===== src/feih_consts.vh =====
// register offsets, field positions, reset values and timing counts
// for the fault event interrupt handler; definitions only
`ifndef FEIH_CONSTS_VH
`define FEIH_CONSTS_VH

// register byte offsets on the wishbone slave
`define FEIH_FLAG_ADDR      8'h00
`define FEIH_MASK_ADDR      8'h04
`define FEIH_LIVE_ADDR      8'h08
`define FEIH_CFG_ADDR       8'h0c
`define FEIH_DELAY_ADDR     8'h10
`define FEIH_WDLIM_ADDR     8'h14
`define FEIH_IRQ_ADDR       8'h18
`define FEIH_IRQMASK_ADDR   8'h1c

// flag / mask / live bit positions
`define FEIH_B_PROC_RB      0
`define FEIH_B_EM_PIN       1
`define FEIH_B_EM_FAIL      2
`define FEIH_B_EM_RST       3
`define FEIH_B_CLK          4
`define FEIH_B_WD_FAIL      5
`define FEIH_B_WDOG_RESET   6
`define FEIH_NFLAGS         7

// configuration bit positions
`define FEIH_C_EM_PWM       0
`define FEIH_C_EM_DRV       1
`define FEIH_C_WDOG_RST_ON  2
`define FEIH_C_CLK_EXP      3

// reset values
`define FEIH_MASK_RST       7'h00
`define FEIH_CFG_RST        4'h2
`define FEIH_FIRST_DLY_RST  8'h0a
`define FEIH_SECOND_DLY_RST 8'h0a
`define FEIH_WDFAIL_RST     4'h3
`define FEIH_WDRST_RST      4'h7

// timing: delay unit and warm reset pulse length
`define FEIH_TICK_NS        1000
`define FEIH_CLK_NS         100
`define FEIH_TICK_CYC       ((`FEIH_TICK_NS + `FEIH_CLK_NS - 1) / `FEIH_CLK_NS)
`define FEIH_WARM_NS        2000
`define FEIH_WARM_CYC       ((`FEIH_WARM_NS + `FEIH_CLK_NS - 1) / `FEIH_CLK_NS)

`endif


===== src/feih_top.v =====
// fault event interrupt handler: sticky fault flags, masks, live
// status, driver-enable and warm reset control, wishbone slave.
// assumes classic wishbone master on clk_i; pins are asynchronous.
//
// Overview of operation
// - proc reset readback low: flag only, live
// - monitor pin fault sets maskable pin flag
// - write one ignored while fault persists
// - fault past first delay: fail flag, driver off
// - fail flag maskable, clear needs fault gone
// - past both delays: reset flag, warm reset
// - reset flag readable after warm reset done
// - missing external clock sets clock fault flag
// - watchdog fail over limit: flag, driver off
// - watchdog over reset limit: flag, warm reset
// - watchdog reset flag readable after recovery
`timescale 1ns/1ps
`include "feih_consts.vh"
module feih_top
#(
  parameter RECOVERY_LIMIT = 4'h2  // most warm resets tolerated
)
(
  input  wire        clk_i,                   // core clock, 10 mhz
  input  wire        rst_i,                   // synchronous reset
  input  wire        cyc_i,                   // wishbone cycle
  input  wire        stb_i,                   // wishbone strobe
  input  wire        we_i,                    // wishbone write
  input  wire [7:0]  adr_i,                   // wishbone byte address
  input  wire [3:0]  sel_i,                   // wishbone byte selects
  input  wire [31:0] dat_i,                   // wishbone write data
  output reg  [31:0] dat_o,                   // wishbone read data
  output reg         ack_o,                   // wishbone acknowledge
  input  wire        proc_reset_readback_i,   // processor reset pin level
  input  wire        error_monitor_i,         // error signal from controller
  input  wire        ext_clk_bad_i,           // switching clock out of range
  input  wire [3:0]  watchdog_fail_count_i,   // watchdog fail counter
  input  wire [3:0]  recovery_count_i,        // warm reset recovery counter
  output reg         driver_enable_output_o,  // driver enable pin
  output reg         controller_reset_output_n_o, // controller reset, low active
  output reg         processor_reset_output_n_o,  // processor reset, low active
  output reg         interrupt_output_low_n_o,    // fault interrupt, low active
  output reg         irq_o                    // summary interrupt, high active
);
  // one-hot warm reset states
  localparam [2:0] ST_RUN  = 3'b001;  // normal operation
  localparam [2:0] ST_WARM = 3'b010;  // reset outputs asserted
  localparam [2:0] ST_DONE = 3'b100;  // one cycle after release

  wire [6:0] flag;             // sticky flags
  reg  [6:0] mask;             // per-flag masks
  reg  [3:0] cfg;              // configuration bits
  reg  [7:0] first_delay;      // first delay in ticks
  reg  [7:0] second_delay;     // second delay in ticks
  reg  [3:0] watchdog_fail_limit;  // watchdog fail limit
  reg  [3:0] watchdog_reset_limit; // watchdog reset limit
  reg  [6:0] irq_stat;         // bus interrupt status, clear on read
  reg  [6:0] irq_mask;         // bus interrupt mask
  reg  [6:0] flag_d;           // previous flags for rise detection
  reg  [2:0] state;            // warm reset state
  reg  [4:0] warm_cnt;         // warm reset pulse counter
  reg  [3:0] tick_cnt;         // delay tick prescaler
  reg  [8:0] fault_ticks;      // ticks the monitor fault has lasted
  reg        em_pwm_d;         // pwm mode edge tracking
  reg  [7:0] pwm_cnt;          // cycles since last pwm edge
  reg  [7:0] em_err_cnt;       // pwm error counter
  reg  [6:0] vis;              // flags visible to software
  reg  [6:0] clr;              // write-one clear strobes
  wire       proc_rb;          // synchronised readback level
  wire       em_lvl;           // synchronised error signal
  wire       clk_bad;          // synchronised clock fault
  wire       proc_rb_n;        // inverted readback level, idles low
  wire       em_lvl_n;         // inverted error signal, idles low
  wire [6:0] hold;             // per-flag condition that refuses a clear
  wire       req;              // valid bus request
  wire       tick;             // one delay tick
  wire       em_bad;           // monitor pin fault now
  wire       em_fail_cond;     // fault longer than the first delay
  wire       em_rst_cond;      // fault longer than both delays
  wire       wd_fail_cond;     // watchdog count above fail limit
  wire       watchdog_reset_trigger_cond;      // watchdog count above reset limit
  wire [6:0] live;             // live status
  wire [6:0] cause;            // per-flag underlying cause

  // pin synchronisers
  // pins that idle high pass the chain inverted, so the chain's reset
  // level equals the idle level and no false fault follows reset
  feih_sync u_sync_rb (.clk_i(clk_i), .rst_i(rst_i), .d_i(~proc_reset_readback_i),
                       .q_o(proc_rb_n));
  feih_sync u_sync_em (.clk_i(clk_i), .rst_i(rst_i), .d_i(~error_monitor_i),
                       .q_o(em_lvl_n));
  assign proc_rb = ~proc_rb_n;
  assign em_lvl  = ~em_lvl_n;
  feih_sync u_sync_ck (.clk_i(clk_i), .rst_i(rst_i), .d_i(ext_clk_bad_i),
                       .q_o(clk_bad));

  assign req  = cyc_i && stb_i && !ack_o;
  assign tick = ({28'h0000000, tick_cnt} == (`FEIH_TICK_CYC - 1));

  // pin timing: edge spacing past the pwm_cnt timeout counts as pwm error
  wire pwm_viol = cfg[`FEIH_C_EM_PWM] && (pwm_cnt == 8'hff);
  // pin fault: low level, or pwm timing violation
  assign em_bad = cfg[`FEIH_C_EM_PWM] ? pwm_viol : !em_lvl;
  // persisting fault: low level, or error count over limit in pwm mode
  wire em_persist = cfg[`FEIH_C_EM_PWM] ? (em_err_cnt > {4'h0, watchdog_fail_limit})
                                        : !em_lvl;
  assign em_fail_cond = em_persist && (fault_ticks > {1'b0, first_delay});
  assign em_rst_cond  = em_persist &&
                        (fault_ticks > ({1'b0, first_delay} + {1'b0, second_delay}));
  assign wd_fail_cond = watchdog_fail_count_i > watchdog_fail_limit;
  assign watchdog_reset_trigger_cond  = watchdog_fail_count_i > watchdog_reset_limit;

  // readback error: pin low while it should be high
  wire proc_rb_bad = processor_reset_output_n_o && !proc_rb;
  wire clk_fault   = cfg[`FEIH_C_CLK_EXP] && clk_bad;

  assign live = {1'b0, 1'b0, clk_fault, 1'b0, 1'b0, 1'b0, proc_rb_bad};
  assign cause = {watchdog_reset_trigger_cond, wd_fail_cond, clk_fault, em_rst_cond,
                  em_fail_cond, em_bad, proc_rb_bad};
  // watchdog fail flag stays until the count is below the limit
  assign hold = {cause[6], (watchdog_fail_count_i >= watchdog_fail_limit),
                 cause[4:0]};

  // one sticky flag per event
  genvar gi;
  generate
    for (gi = 0; gi < `FEIH_NFLAGS; gi = gi + 1)
    begin : g_flag
      feih_flag u_flag (.clk_i(clk_i), .rst_i(rst_i), .set_i(cause[gi]),
                        .cause_i(hold[gi]), .clr_i(clr[gi]), .flag_o(flag[gi]));
    end
  endgenerate

  // write-one clear strobes on the flag register
  always @*
  begin
    clr = 7'h00;
    if (req && we_i && sel_i[0] && adr_i == `FEIH_FLAG_ADDR)
      clr = dat_i[6:0];
  end

  // reset flags hidden until warm reset done and recovery in range
  always @*
  begin
    vis = flag;
    if (state != ST_RUN || recovery_count_i > RECOVERY_LIMIT)
    begin
      vis[`FEIH_B_EM_RST] = 1'b0;
      vis[`FEIH_B_WDOG_RESET] = 1'b0;
    end
  end

  // delay prescaler and fault duration counter
  always @(posedge clk_i)
  begin
    if (rst_i)
    begin
      tick_cnt    <= 4'h0;
      fault_ticks <= 9'h000;
    end
    else
    begin
      tick_cnt <= tick ? 4'h0 : tick_cnt + 4'h1;
      if (!em_persist)
        fault_ticks <= 9'h000;
      else if (tick && fault_ticks != 9'h1ff)
        fault_ticks <= fault_ticks + 9'h001;
    end
  end

  // pwm mode: count cycles between edges, errors on timeout
  always @(posedge clk_i)
  begin
    if (rst_i)
    begin
      em_pwm_d   <= 1'b1;  // idle level, so no false edge after reset
      pwm_cnt    <= 8'h00;
      em_err_cnt <= 8'h00;
    end
    else
    begin
      em_pwm_d <= em_lvl;
      if (em_pwm_d != em_lvl)
      begin
        pwm_cnt <= 8'h00;
        if (em_err_cnt != 8'h00)
          em_err_cnt <= em_err_cnt - 8'h01;
      end
      else if (pwm_cnt != 8'hff)
        pwm_cnt <= pwm_cnt + 8'h01;
      else
      begin
        pwm_cnt <= 8'h00;
        if (em_err_cnt != 8'hff)
          em_err_cnt <= em_err_cnt + 8'h01;
      end
    end
  end

  // warm reset sequencer and output pins
  always @(posedge clk_i)
  begin
    if (rst_i)
    begin
      state                       <= ST_RUN;
      warm_cnt                    <= 5'h00;
      driver_enable_output_o      <= 1'b0;
      controller_reset_output_n_o <= 1'b1;
      processor_reset_output_n_o  <= 1'b1;
    end
    else
    begin
      case (state)
        ST_RUN:
        begin
          controller_reset_output_n_o <= 1'b1;
          processor_reset_output_n_o  <= 1'b1;
          if (em_rst_cond || (watchdog_reset_trigger_cond && cfg[`FEIH_C_WDOG_RST_ON]))
          begin
            state                       <= ST_WARM;
            warm_cnt                    <= 5'h00;
            driver_enable_output_o      <= 1'b0;
            controller_reset_output_n_o <= 1'b0;
            processor_reset_output_n_o  <= 1'b0;
          end
          else
            driver_enable_output_o <= !(wd_fail_cond || flag[`FEIH_B_WD_FAIL]) &&
                                      !(em_fail_cond && cfg[`FEIH_C_EM_DRV]);
        end
        ST_WARM:
        begin
          driver_enable_output_o <= 1'b0;
          if ({27'h0000000, warm_cnt} == (`FEIH_WARM_CYC - 1))
          begin
            state                       <= ST_DONE;
            controller_reset_output_n_o <= 1'b1;
            processor_reset_output_n_o  <= 1'b1;
          end
          else
            warm_cnt <= warm_cnt + 5'h01;
        end
        ST_DONE:
          state <= ST_RUN;  // back to the current operating state
        default:
          state <= ST_RUN;
      endcase
    end
  end

  // register writes, bus interrupt status and pin interrupt
  always @(posedge clk_i)
  begin
    if (rst_i)
    begin
      mask                     <= `FEIH_MASK_RST;
      cfg                      <= `FEIH_CFG_RST;
      first_delay              <= `FEIH_FIRST_DLY_RST;
      second_delay             <= `FEIH_SECOND_DLY_RST;
      watchdog_fail_limit      <= `FEIH_WDFAIL_RST;
      watchdog_reset_limit     <= `FEIH_WDRST_RST;
      irq_stat                 <= 7'h00;
      irq_mask                 <= 7'h00;
      flag_d                   <= 7'h00;
      ack_o                    <= 1'b0;
      dat_o                    <= 32'h0000_0000;
      interrupt_output_low_n_o <= 1'b1;
      irq_o                    <= 1'b0;
    end
    else
    begin
      ack_o  <= req;
      flag_d <= flag;
      // new flag rises set bus status; set wins over read clear
      if (req && !we_i && adr_i == `FEIH_IRQ_ADDR)
        irq_stat <= flag & ~flag_d;
      else
        irq_stat <= irq_stat | (flag & ~flag_d);
      // watchdog flags are unmaskable on the pin
      interrupt_output_low_n_o <= ~|(vis & ~(mask & 7'h1f));
      irq_o <= |(irq_stat & ~irq_mask);
      if (req && we_i)
      begin
        if (adr_i == `FEIH_MASK_ADDR && sel_i[0])
          mask <= dat_i[6:0];
        else if (adr_i == `FEIH_CFG_ADDR && sel_i[0])
          cfg <= dat_i[3:0];
        else if (adr_i == `FEIH_DELAY_ADDR)
        begin
          if (sel_i[0])
            first_delay <= dat_i[7:0];
          if (sel_i[1])
            second_delay <= dat_i[15:8];
        end
        else if (adr_i == `FEIH_WDLIM_ADDR && sel_i[0])
        begin
          watchdog_fail_limit  <= dat_i[3:0];
          watchdog_reset_limit <= dat_i[7:4];
        end
        else if (adr_i == `FEIH_IRQMASK_ADDR && sel_i[0])
          irq_mask <= dat_i[6:0];
      end
      if (req && !we_i)
      begin
        if (adr_i == `FEIH_FLAG_ADDR)
          dat_o <= {25'h0, vis};
        else if (adr_i == `FEIH_MASK_ADDR)
          dat_o <= {25'h0, mask};
        else if (adr_i == `FEIH_LIVE_ADDR)
          dat_o <= {25'h0, live};
        else if (adr_i == `FEIH_CFG_ADDR)
          dat_o <= {28'h0, cfg};
        else if (adr_i == `FEIH_DELAY_ADDR)
          dat_o <= {16'h0, second_delay, first_delay};
        else if (adr_i == `FEIH_WDLIM_ADDR)
          dat_o <= {24'h0, watchdog_reset_limit, watchdog_fail_limit};
        else if (adr_i == `FEIH_IRQ_ADDR)
          dat_o <= {25'h0, irq_stat};
        else if (adr_i == `FEIH_IRQMASK_ADDR)
          dat_o <= {25'h0, irq_mask};
        else
          dat_o <= 32'h0000_0000;  // unmapped reads zero
      end
    end
  end
endmodule // feih_top


===== src/feih_sync.v =====
// three-flop synchroniser for one pin input; out changes once
// the second and third stages agree, otherwise holds
`timescale 1ns/1ps
module feih_sync
(
  input  wire clk_i,   // core clock
  input  wire rst_i,   // synchronous reset, active high
  input  wire d_i,     // asynchronous pin level
  output reg  q_o      // filtered level
);
  reg s1;  // first stage, read only by s2
  reg s2;  // second stage
  reg s3;  // third stage

  // shift chain, update filtered level on agreement
  always @(posedge clk_i)
  begin
    if (rst_i)
    begin
      s1  <= 1'b0;
      s2  <= 1'b0;
      s3  <= 1'b0;
      q_o <= 1'b0;
    end
    else
    begin
      s1 <= d_i;
      s2 <= s1;
      s3 <= s2;
      if (s2 == s3)
        q_o <= s3;
    end
  end
endmodule // feih_sync


===== src/feih_flag.v =====
// one sticky flag: set by an event, cleared by a write of one
// only while the cause is gone; set wins over clear
`timescale 1ns/1ps
module feih_flag
(
  input  wire clk_i,    // core clock
  input  wire rst_i,    // synchronous reset, active high
  input  wire set_i,    // event pulse or level
  input  wire cause_i,  // underlying condition still present
  input  wire clr_i,    // write of one to this flag
  output reg  flag_o    // sticky flag
);
  // set beats clear; clear refused while the cause persists
  always @(posedge clk_i)
  begin
    if (rst_i)
      flag_o <= 1'b0;
    else if (set_i)
      flag_o <= 1'b1;
    else if (clr_i && !cause_i)
      flag_o <= 1'b0;
  end
endmodule // feih_flag


===== config.mk =====
export PLATFORM = sky130hd
export DESIGN_NAME = feih_top
export DESIGN_NICKNAME = d
export VERILOG_FILES = /design/src/feih_top.v /design/src/feih_sync.v /design/src/feih_flag.v
export VERILOG_INCLUDE_DIRS = /design/src
export SDC_FILE = /design/constraint.sdc
export NUM_CORES = 1
export LEC_CHECK = 0
export ABC_AREA = 1
export BUFFER_PORTS_ARGS = -buffer_cell sky130_fd_sc_hd__clkbuf_2
export CAP_MARGIN = 20
export CORE_ASPECT_RATIO = 1.25
export CORE_MARGIN = 5
export CORE_UTILIZATION = 60
export CTS_BUF_LIST = sky130_fd_sc_hd__clkbuf_8
export CTS_CLUSTER_DIAMETER = 50
export CTS_CLUSTER_SIZE = 10
export DETAILED_ROUTE_END_ITERATION = 16
export PLACE_DENSITY_LB_ADDON = 0.12
export SLEW_MARGIN = 10
export SYNTH_ARGS = -nofsm -noshare
export SYNTH_HDL_FRONTEND = slang
export SYNTH_SLANG_ARGS = --single-unit
export TNS_END_PERCENT = 100

===== constraint.sdc =====
create_clock -name clk_i -period 5.6 [get_ports clk_i]
set_input_delay 0.28 -clock clk_i [delete_from_list [all_inputs] [get_ports clk_i]]
set_output_delay 0.28 -clock clk_i [all_outputs]
set_load 0.02 [all_outputs]

==> run_results.csv, run 1 <==
group,metric,value,unit
status,status,"complete, no violations",
route,ant_nets,0,
power_and_ir_drop,ir_drop,211,uV
placement,place_inst,1109,
worst_hold_path,holdPathStages,3,
timing,min_period_over_period,62.1,%
die,core_area,11500,um2
die,ios,98,
clocking,cts-root-buf,"clkbuf_8",
global_routing,grt_pass1_vias,5561,
timing,rsz0062_at_grt,"no",
power_and_ir_drop,switching_share,24.6,%
global_routing,grt_max_degree,50,
critical_path,timing.rr.start,"first_delay[0]",
timing,finalHoldViolCount,0,
timing,finalSetupTns,0,ns
logic_synthesis,synthCells,929,
route,wl,16800,um
critical_path,r2r_end,"state[1]",
clocking,clk_latency,0.47,ns
critical_path,cp_max_fo,9,
power_and_ir_drop,power_frac_clock,44.2,%
logic_synthesis,synth_edf_count,0,
global_routing,grt_pass1_wl,27300,um
timing,maxSlewHeadroom,37.7,%
flow_run,cap_violations,0,
logic_synthesis,synth_seq_cells,134,
timing,maxSlewViolCount,0,
placement,dpl_cell_area,7290,um2
logic_synthesis,yosys_warnings,0,
critical_path,rr_worst_depth,22,
clocking,clkSinkCount,134,
power_and_ir_drop,leakagePower,3.52,nW
logic_synthesis,yosysUniqueCellTypes,47,
timing,finClkSkew,0.00874,ns
timing,holdWs,0.0135,ns
timing,setup_viol,0,
layout,layout_commonest_cell,"nand2_1",
layout,fillers,1073,
layout,n_antenna_cell,0,
die,initial_core_util,60.5,%
power_and_ir_drop,power_density,257,nW/um2
route,drtIter0Drc,400,
timing,layout_min_cycle_time,3.48,ns
route,drt_first_pass_iters,7,
power_and_ir_drop,combPwrFrac,6.6,%
layout,num-nets-final,1103,
logic_synthesis,synth_ff_type,"dfxtp_1",
die,die_height,130,um
power_and_ir_drop,finalPower,1.99,mW
worst_hold_path,holdPathEnd,"u_sync_ck.s1",
route,drc,0,
timing,worst_slew_pin_slew,0.928,ns
layout,final_cell_mix,"nand2_1, dfxtp_1, inv_1, a21oi_1, nor2_1",
global_routing,grt_overflow_total,0,
die,fp.dieArea,13900,um2
critical_path,critPathCaptureType,"flip-flop",
global_routing,grt.total_usage,25.1,%
clocking,cts_tree,"built",
worst_hold_path,min-delay-start,"ext_clk_bad_i",
critical_path,startpoint_type,"flip-flop",
logic_synthesis,synthesis.area,6960,um2
layout,drive_gt1_share,12.9,%
worst_hold_path,min_path_type,"primary input to flip-flop",
critical_path,cp_data_arrival_time,3.84,ns
clocking,cts_setup_buffers,0,
route,dr_total_vias,6179,
logic_synthesis,avgSynthCellArea,7.49,um2
placement,dpl.hpwl,12600,um
clocking,cts.htree.levels,4,
route,wire_per_inst,14.7,um
die,die_w,106,um
power_and_ir_drop,power_frac_seq,49.3,%
die,num_rows,44,
layout,finalInstanceArea,7740,um2
clocking,clk_pin_slew,0.08,ns
layout,final_cell_count_no_fill,1142,
power_and_ir_drop,p_int,1.50,mW
layout,area_growth,11.3,%
logic_synthesis,synth-seq-area-share,38.6,%
global_routing,antenna_found_initial,0,
critical_path,cp_data_required_time,5.96,ns
placement,port_buffers,63,
critical_path,reg2reg_slack,2.12,ns
placement,place.gp.congestion,0.912,
logic_synthesis,async_reset_ff_share,0,%
power_and_ir_drop,switchingPower,0.490,mW
route,vias_per_cell,5.41,
clocking,cts_made_buffers,17,
timing,fmaxAchievable,0.288,GHz
clocking,cts.path.max_buffers,2,
critical_path,path_class,"flip-flop to flip-flop",
==> state kept, by name, indices dropped and copies added, names as in the netlist, 8 cells and up <==
register      flops
dat_o            16
em_err_cnt        8
fault_ticks       9
first_delay       8
pwm_cnt           8
second_delay      8
==> area by class of cell <==
| class | count | area [um2] | area share [%] |
|---|---|---|---|
| clock buffers | 18 | 248 | 3.20 |
| clock inverters | 13 | 180 | 2.33 |
| repair buffers | 69 | 365 | 4.72 |
| multi-input cells | 647 | 3630 | 46.9 |
| well taps | 138 | 173 | 2.23 |
| inverters | 123 | 463 | 5.98 |
| flip-flops and latches | 134 | 2680 | 34.7 |
==> critical path, stage by stage, from the launching register on <==
cell and delay, ns:
dfxtp_1 0.42, ha_1 0.20, inv_1 0.05, fa_1 0.39, o21ai_0 0.29, a21oi_1 0.11, o21bai_1 0.21, nand2_1 0.07
nand2_1 0.06, a21oi_1 0.07, ha_1 0.28, nand2_1 0.09, inv_1 0.05, a21oi_1 0.14, nand3_1 0.08, nand2_1 0.14
inv_1 0.05, nand2_1 0.07, nand3_1 0.27, nand2_1 0.18, inv_1 0.07, nand2_1 0.05, inv_1 0.04
==> synthesized netlist by cell type, types with 3 or more instances <==
master    instances  area share [%]
nand4_1           9            0.81
buf_2             5            0.36
nor4_1            3            0.27
dfxtp_1         134              39
nand3_1          58             4.2
nand3_2           3            0.43
o21ai_1           7            0.50
o21ai_0          64             4.6
nand3b_1          3            0.32
inv_1           118             6.4
inv_2             4            0.22
buf_1             4            0.22
nor2_1           80             4.3
nor3_1            7            0.50
ha_1             49             8.8
o32ai_1           7            0.88
buf_4            18             1.9
xor2_1            8             1.0
o21bai_1          3            0.32
nor2_2            6            0.54
nand2_1         167             9.0
nor2_4            5            0.81
a21oi_1         101             7.3
xnor2_1          13             1.6
o211ai_1          8            0.86
o22ai_1           7            0.63
o21ai_2           3            0.38
clkbuf_1         11            0.59
==> routing by layer <==
| metal | GRT usage, % | up-vias | part of all wire, % |
|---|---|---|---|
| li1 | - | 3173 | - |
| met1 | 31.8 | 2791 | 43 |
| met2 | 41.8 | 181 | 48 |
| met3 | 5.41 | 34 | 6.2 |
| met4 | 10.6 | 0 | 2.4 |
| met5 | 0 | - | 0 |
==> worst max-delay path by stage <==
stage	cells past startpoint	slack, ns	from	end
3_3_place_gp	22	2.21	first_delay[0]	state[1]
5_1_grt	21	1.81	second_delay[0]	driver_enable_output_o
6_report	22	2.12	first_delay[0]	state[1]
3_5_place_dp	22	2.17	first_delay[0]	state[1]
2_1_floorplan	22	2.64	first_delay[0]	state[1]
4_1_cts	22	2.14	second_delay[0]	state[1]
==> through the flow <==
stage                     util, %  setup WS, ns
after floorplan                 -          2.64
after global placement       63.4          2.21
after detailed placement     63.4          2.17
after CTS                    67.3          2.14
after global routing         67.3          1.81
final                        67.3          2.12
==> cells by family after synthesis <==
logic type / after synthesis / share of synthesized area [%]
AOI/OAI and AO/OA: 209 / 16.6
xor gates and xnor gates: 21 / 2.64
adders and majority gates: 51 / 9.39
buffers and inverters: 163 / 10.1
DFF: 134 / 38.6
other: 1 / 0.0539
and+or+nand+nor: 350 / 22.7
==> power groups by stage <==
stage                     clock network, mW  registers, mW  logic (mW)
after floorplan                           0           1.01      0.0898
after global placement                    0           1.00       0.127
after detailed placement                  0           1.00       0.129
after CTS                             0.889          0.982       0.131
after global routing                  0.933          0.983       0.147
final                                 0.880          0.982       0.131
==> what timing repair did <==
| action | CTS | global route |
|---|---|---|
| endpoints found under the hold margin | 2 | 0 |
| gates resized for setup | 0 | 0 |
| hold buffers | 2 | 0 |
No activity file was read; power rests on OpenSTA's default activity.
==> run 2: changes to the inputs <==
Settings changed: CORE_UTILIZATION 60 to 54.
Clock period 5.6 ns to 3 ns, I/O delays scaled along.
==> run_results.csv, run 2 (synthesized netlist as in run 1, its figures left out) <==
group,metric,value,unit
status,status,"complete, no violations",
critical_path,cp-startpoint,"second_delay[0]",
timing,layout_min_cycle_time,2.98,ns
placement,dpl.hpwl,13100,um
critical_path,cp_data_arrival_time,3.30,ns
critical_path,reg2reg_slack,0.02,ns
route,ant_nets,0,
clocking,cts_tree,"built",
timing,min_period_over_period,99.5,%
route,drt_first_pass_iters,5,
critical_path,timing.rr.start,"second_delay[0]",
route,drtIter0Drc,245,
critical_path,cp_data_required_time,3.32,ns
placement,pre_cts_slack,-0.0958,ns
timing,rsz0062_at_grt,"yes",
route,vias_per_cell,5.20,
timing,fin_ws,0.0155,ns
layout,fin_util,64.1,%
critical_path,rr_worst_depth,21,
timing,maxSlewViolCount,0,
route,wire_per_inst,14.5,um
die,die_height,137,um
die,num_rows,46,
layout,largest_reg_flops,16,
clocking,clkSinkCount,134,
critical_path,critPathCaptureType,"flip-flop",
timing,worst_slew_pin_slew,1.02,ns
global_routing,antenna_found_initial,0,
critical_path,r2r_end,"driver_enable_output_o",
placement,port_buffers,63,
power_and_ir_drop,power_density,431,nW/um2
timing,fmaxAchievable,0.335,GHz
die,fp.dieArea,15300,um2
clocking,cts.htree.levels,4,
power_and_ir_drop,ir_drop,305,uV
layout,top_register,"dat_o",
timing,maxSlewHeadroom,31.7,%
die,core_area,12700,um2
global_routing,grt.total_usage,23.3,%
critical_path,cp_max_fo,5,
timing,finalSetupTns,0,ns
timing,setup_viol,0,
timing,finalHoldViolCount,0,
layout,layout_commonest_cell,"nand2_1",
die,initial_core_util,54.9,%
clocking,cts.path.max_buffers,2,
clocking,clk_pin_slew,0.07,ns
die,ios,98,
power_and_ir_drop,leakagePower,3.69,nW
global_routing,grt_pass1_vias,5663,
route,drc,0,
worst_hold_path,min_path_type,"primary input to flip-flop",
clocking,cts-root-buf,"clkbuf_8",
critical_path,startpoint_type,"flip-flop",
layout,num-nets-final,1139,
critical_path,crit_end,"driver_enable_output_o",
global_routing,grt_max_degree,49,
critical_path,path_class,"flip-flop to flip-flop",
placement,place.gp.congestion,0.915,
layout,area_growth,16.6,%
flow_run,cap_violations,0,
layout,reg_top3,"dat_o (16), fault_ticks (9)",
worst_hold_path,min-delay-start,"dat_i[2]",
global_routing,grt_overflow_total,0,
route,wl,17500,um
timing,finClkSkew,0.00915,ns
die,die_w,112,um
route,dr_total_vias,6280,
layout,n_antenna_cell,0,
clocking,cts_made_buffers,17,
global_routing,grt_pass1_wl,28100,um
layout,fillers,1166,
layout,final_cell_mix,"nand2_1, dfxtp_1, inv_1, a21oi_1, nor2_1",
clocking,clk_latency,0.44,ns
layout,drive_gt1_share,17.0,%
run 2: changes by cell type in the layout (fill, tap and decap cells not counted), moves of 4 or more:
cell | previous run | this run
dfxtp_1 | 134 | 130
dlygate4sd3_1 | 2 | 17
inv_2 | 5 | 10
dfxtp_2 | 0 | 4
nand2_2 | 1 | 7
nand2_1 | 167 | 160
buf_4 | 4 | 23
run 2: area by class of cell:
class	count	area [um2]	area share, %
Inverter	123	463	5.71
Timing Repair Buffer	105	674	8.31
Tap cell	168	210	2.59
Clock buffer	20	275	3.39
Clock inverter	11	83.8	1.03
Sequential cell	134	2690	33.1
Multi-Input combinational cell	647	3720	45.8
run 2: how the worst min path moves through the flow:
stage,end,slack [ns],cells past startpoint
5_1_grt,watchdog_fail_limit[2],0.03,3
6_report,watchdog_fail_limit[2],0.03,3
3_5_place_dp,u_sync_rb.s1,0.31,2
3_3_place_gp,u_sync_rb.s1,0.31,2
4_1_cts,watchdog_fail_limit[2],0.02,3
2_1_floorplan,u_sync_em.s1,0.22,1
run 2: report_power, final:
group          internal (mW)  switching, mW  total (mW)
sequential              1.81         0.0218        1.83
combinational         0.0974          0.179       0.277
clock                  0.703          0.683        1.39
run 2: stage by stage:
step	power (mW)	area, um2	hold slack, ns	std cells
after CTS	3.51	8000	0.0153	1205
final	3.50	8110	0.0294	1208
after global routing	3.64	8110	0.0267	1208
after detailed placement	2.12	7460	0.311	1157
after floorplan	2.04	7010	0.217	944
after global placement	2.12	7460	0.308	1157
run 2: what timing repair did:
| item | CTS | global route |
|---|---|---|
| gates cloned | 0 | 1 |
| pin swaps | 2 | 20 |
| endpoints found under the hold margin | 17 | 0 |
| buffers inserted | 0 | 2 |
| hold buffers | 17 | 0 |
| resized for setup | 5 | 30 |
| setup endpoints to repair | 9 | 10 |
run 2: layer usage:
metal | GRT usage (%) | up-vias | part of all wire [%]
met1 | 29.2 | 2840 | 43
li1 | - | 3236 | -
met5 | 0 | - | 0
met4 | 8.18 | 0 | 2.6
met3 | 5.22 | 31 | 5.9
met2 | 39.6 | 173 | 48
run 2: worst max-delay path, stage by stage, from the launching register on:
cell,delay [ns]
dfxtp_2,0.36
ha_4,0.14
inv_2,0.04
fa_2,0.40
o21ai_2,0.18
a21oi_1,0.08
o21bai_1,0.17
buf_4,0.15
xnor2_2,0.06
ha_1,0.29
nand2_1,0.08
nor2_2,0.12
nand3b_1,0.08
nand3_1,0.10
nand2_2,0.08
inv_2,0.06
nand2_2,0.05
nand3_2,0.08
buf_6,0.14
nor2_4,0.03
nor2_1,0.12
nor2_1,0.04
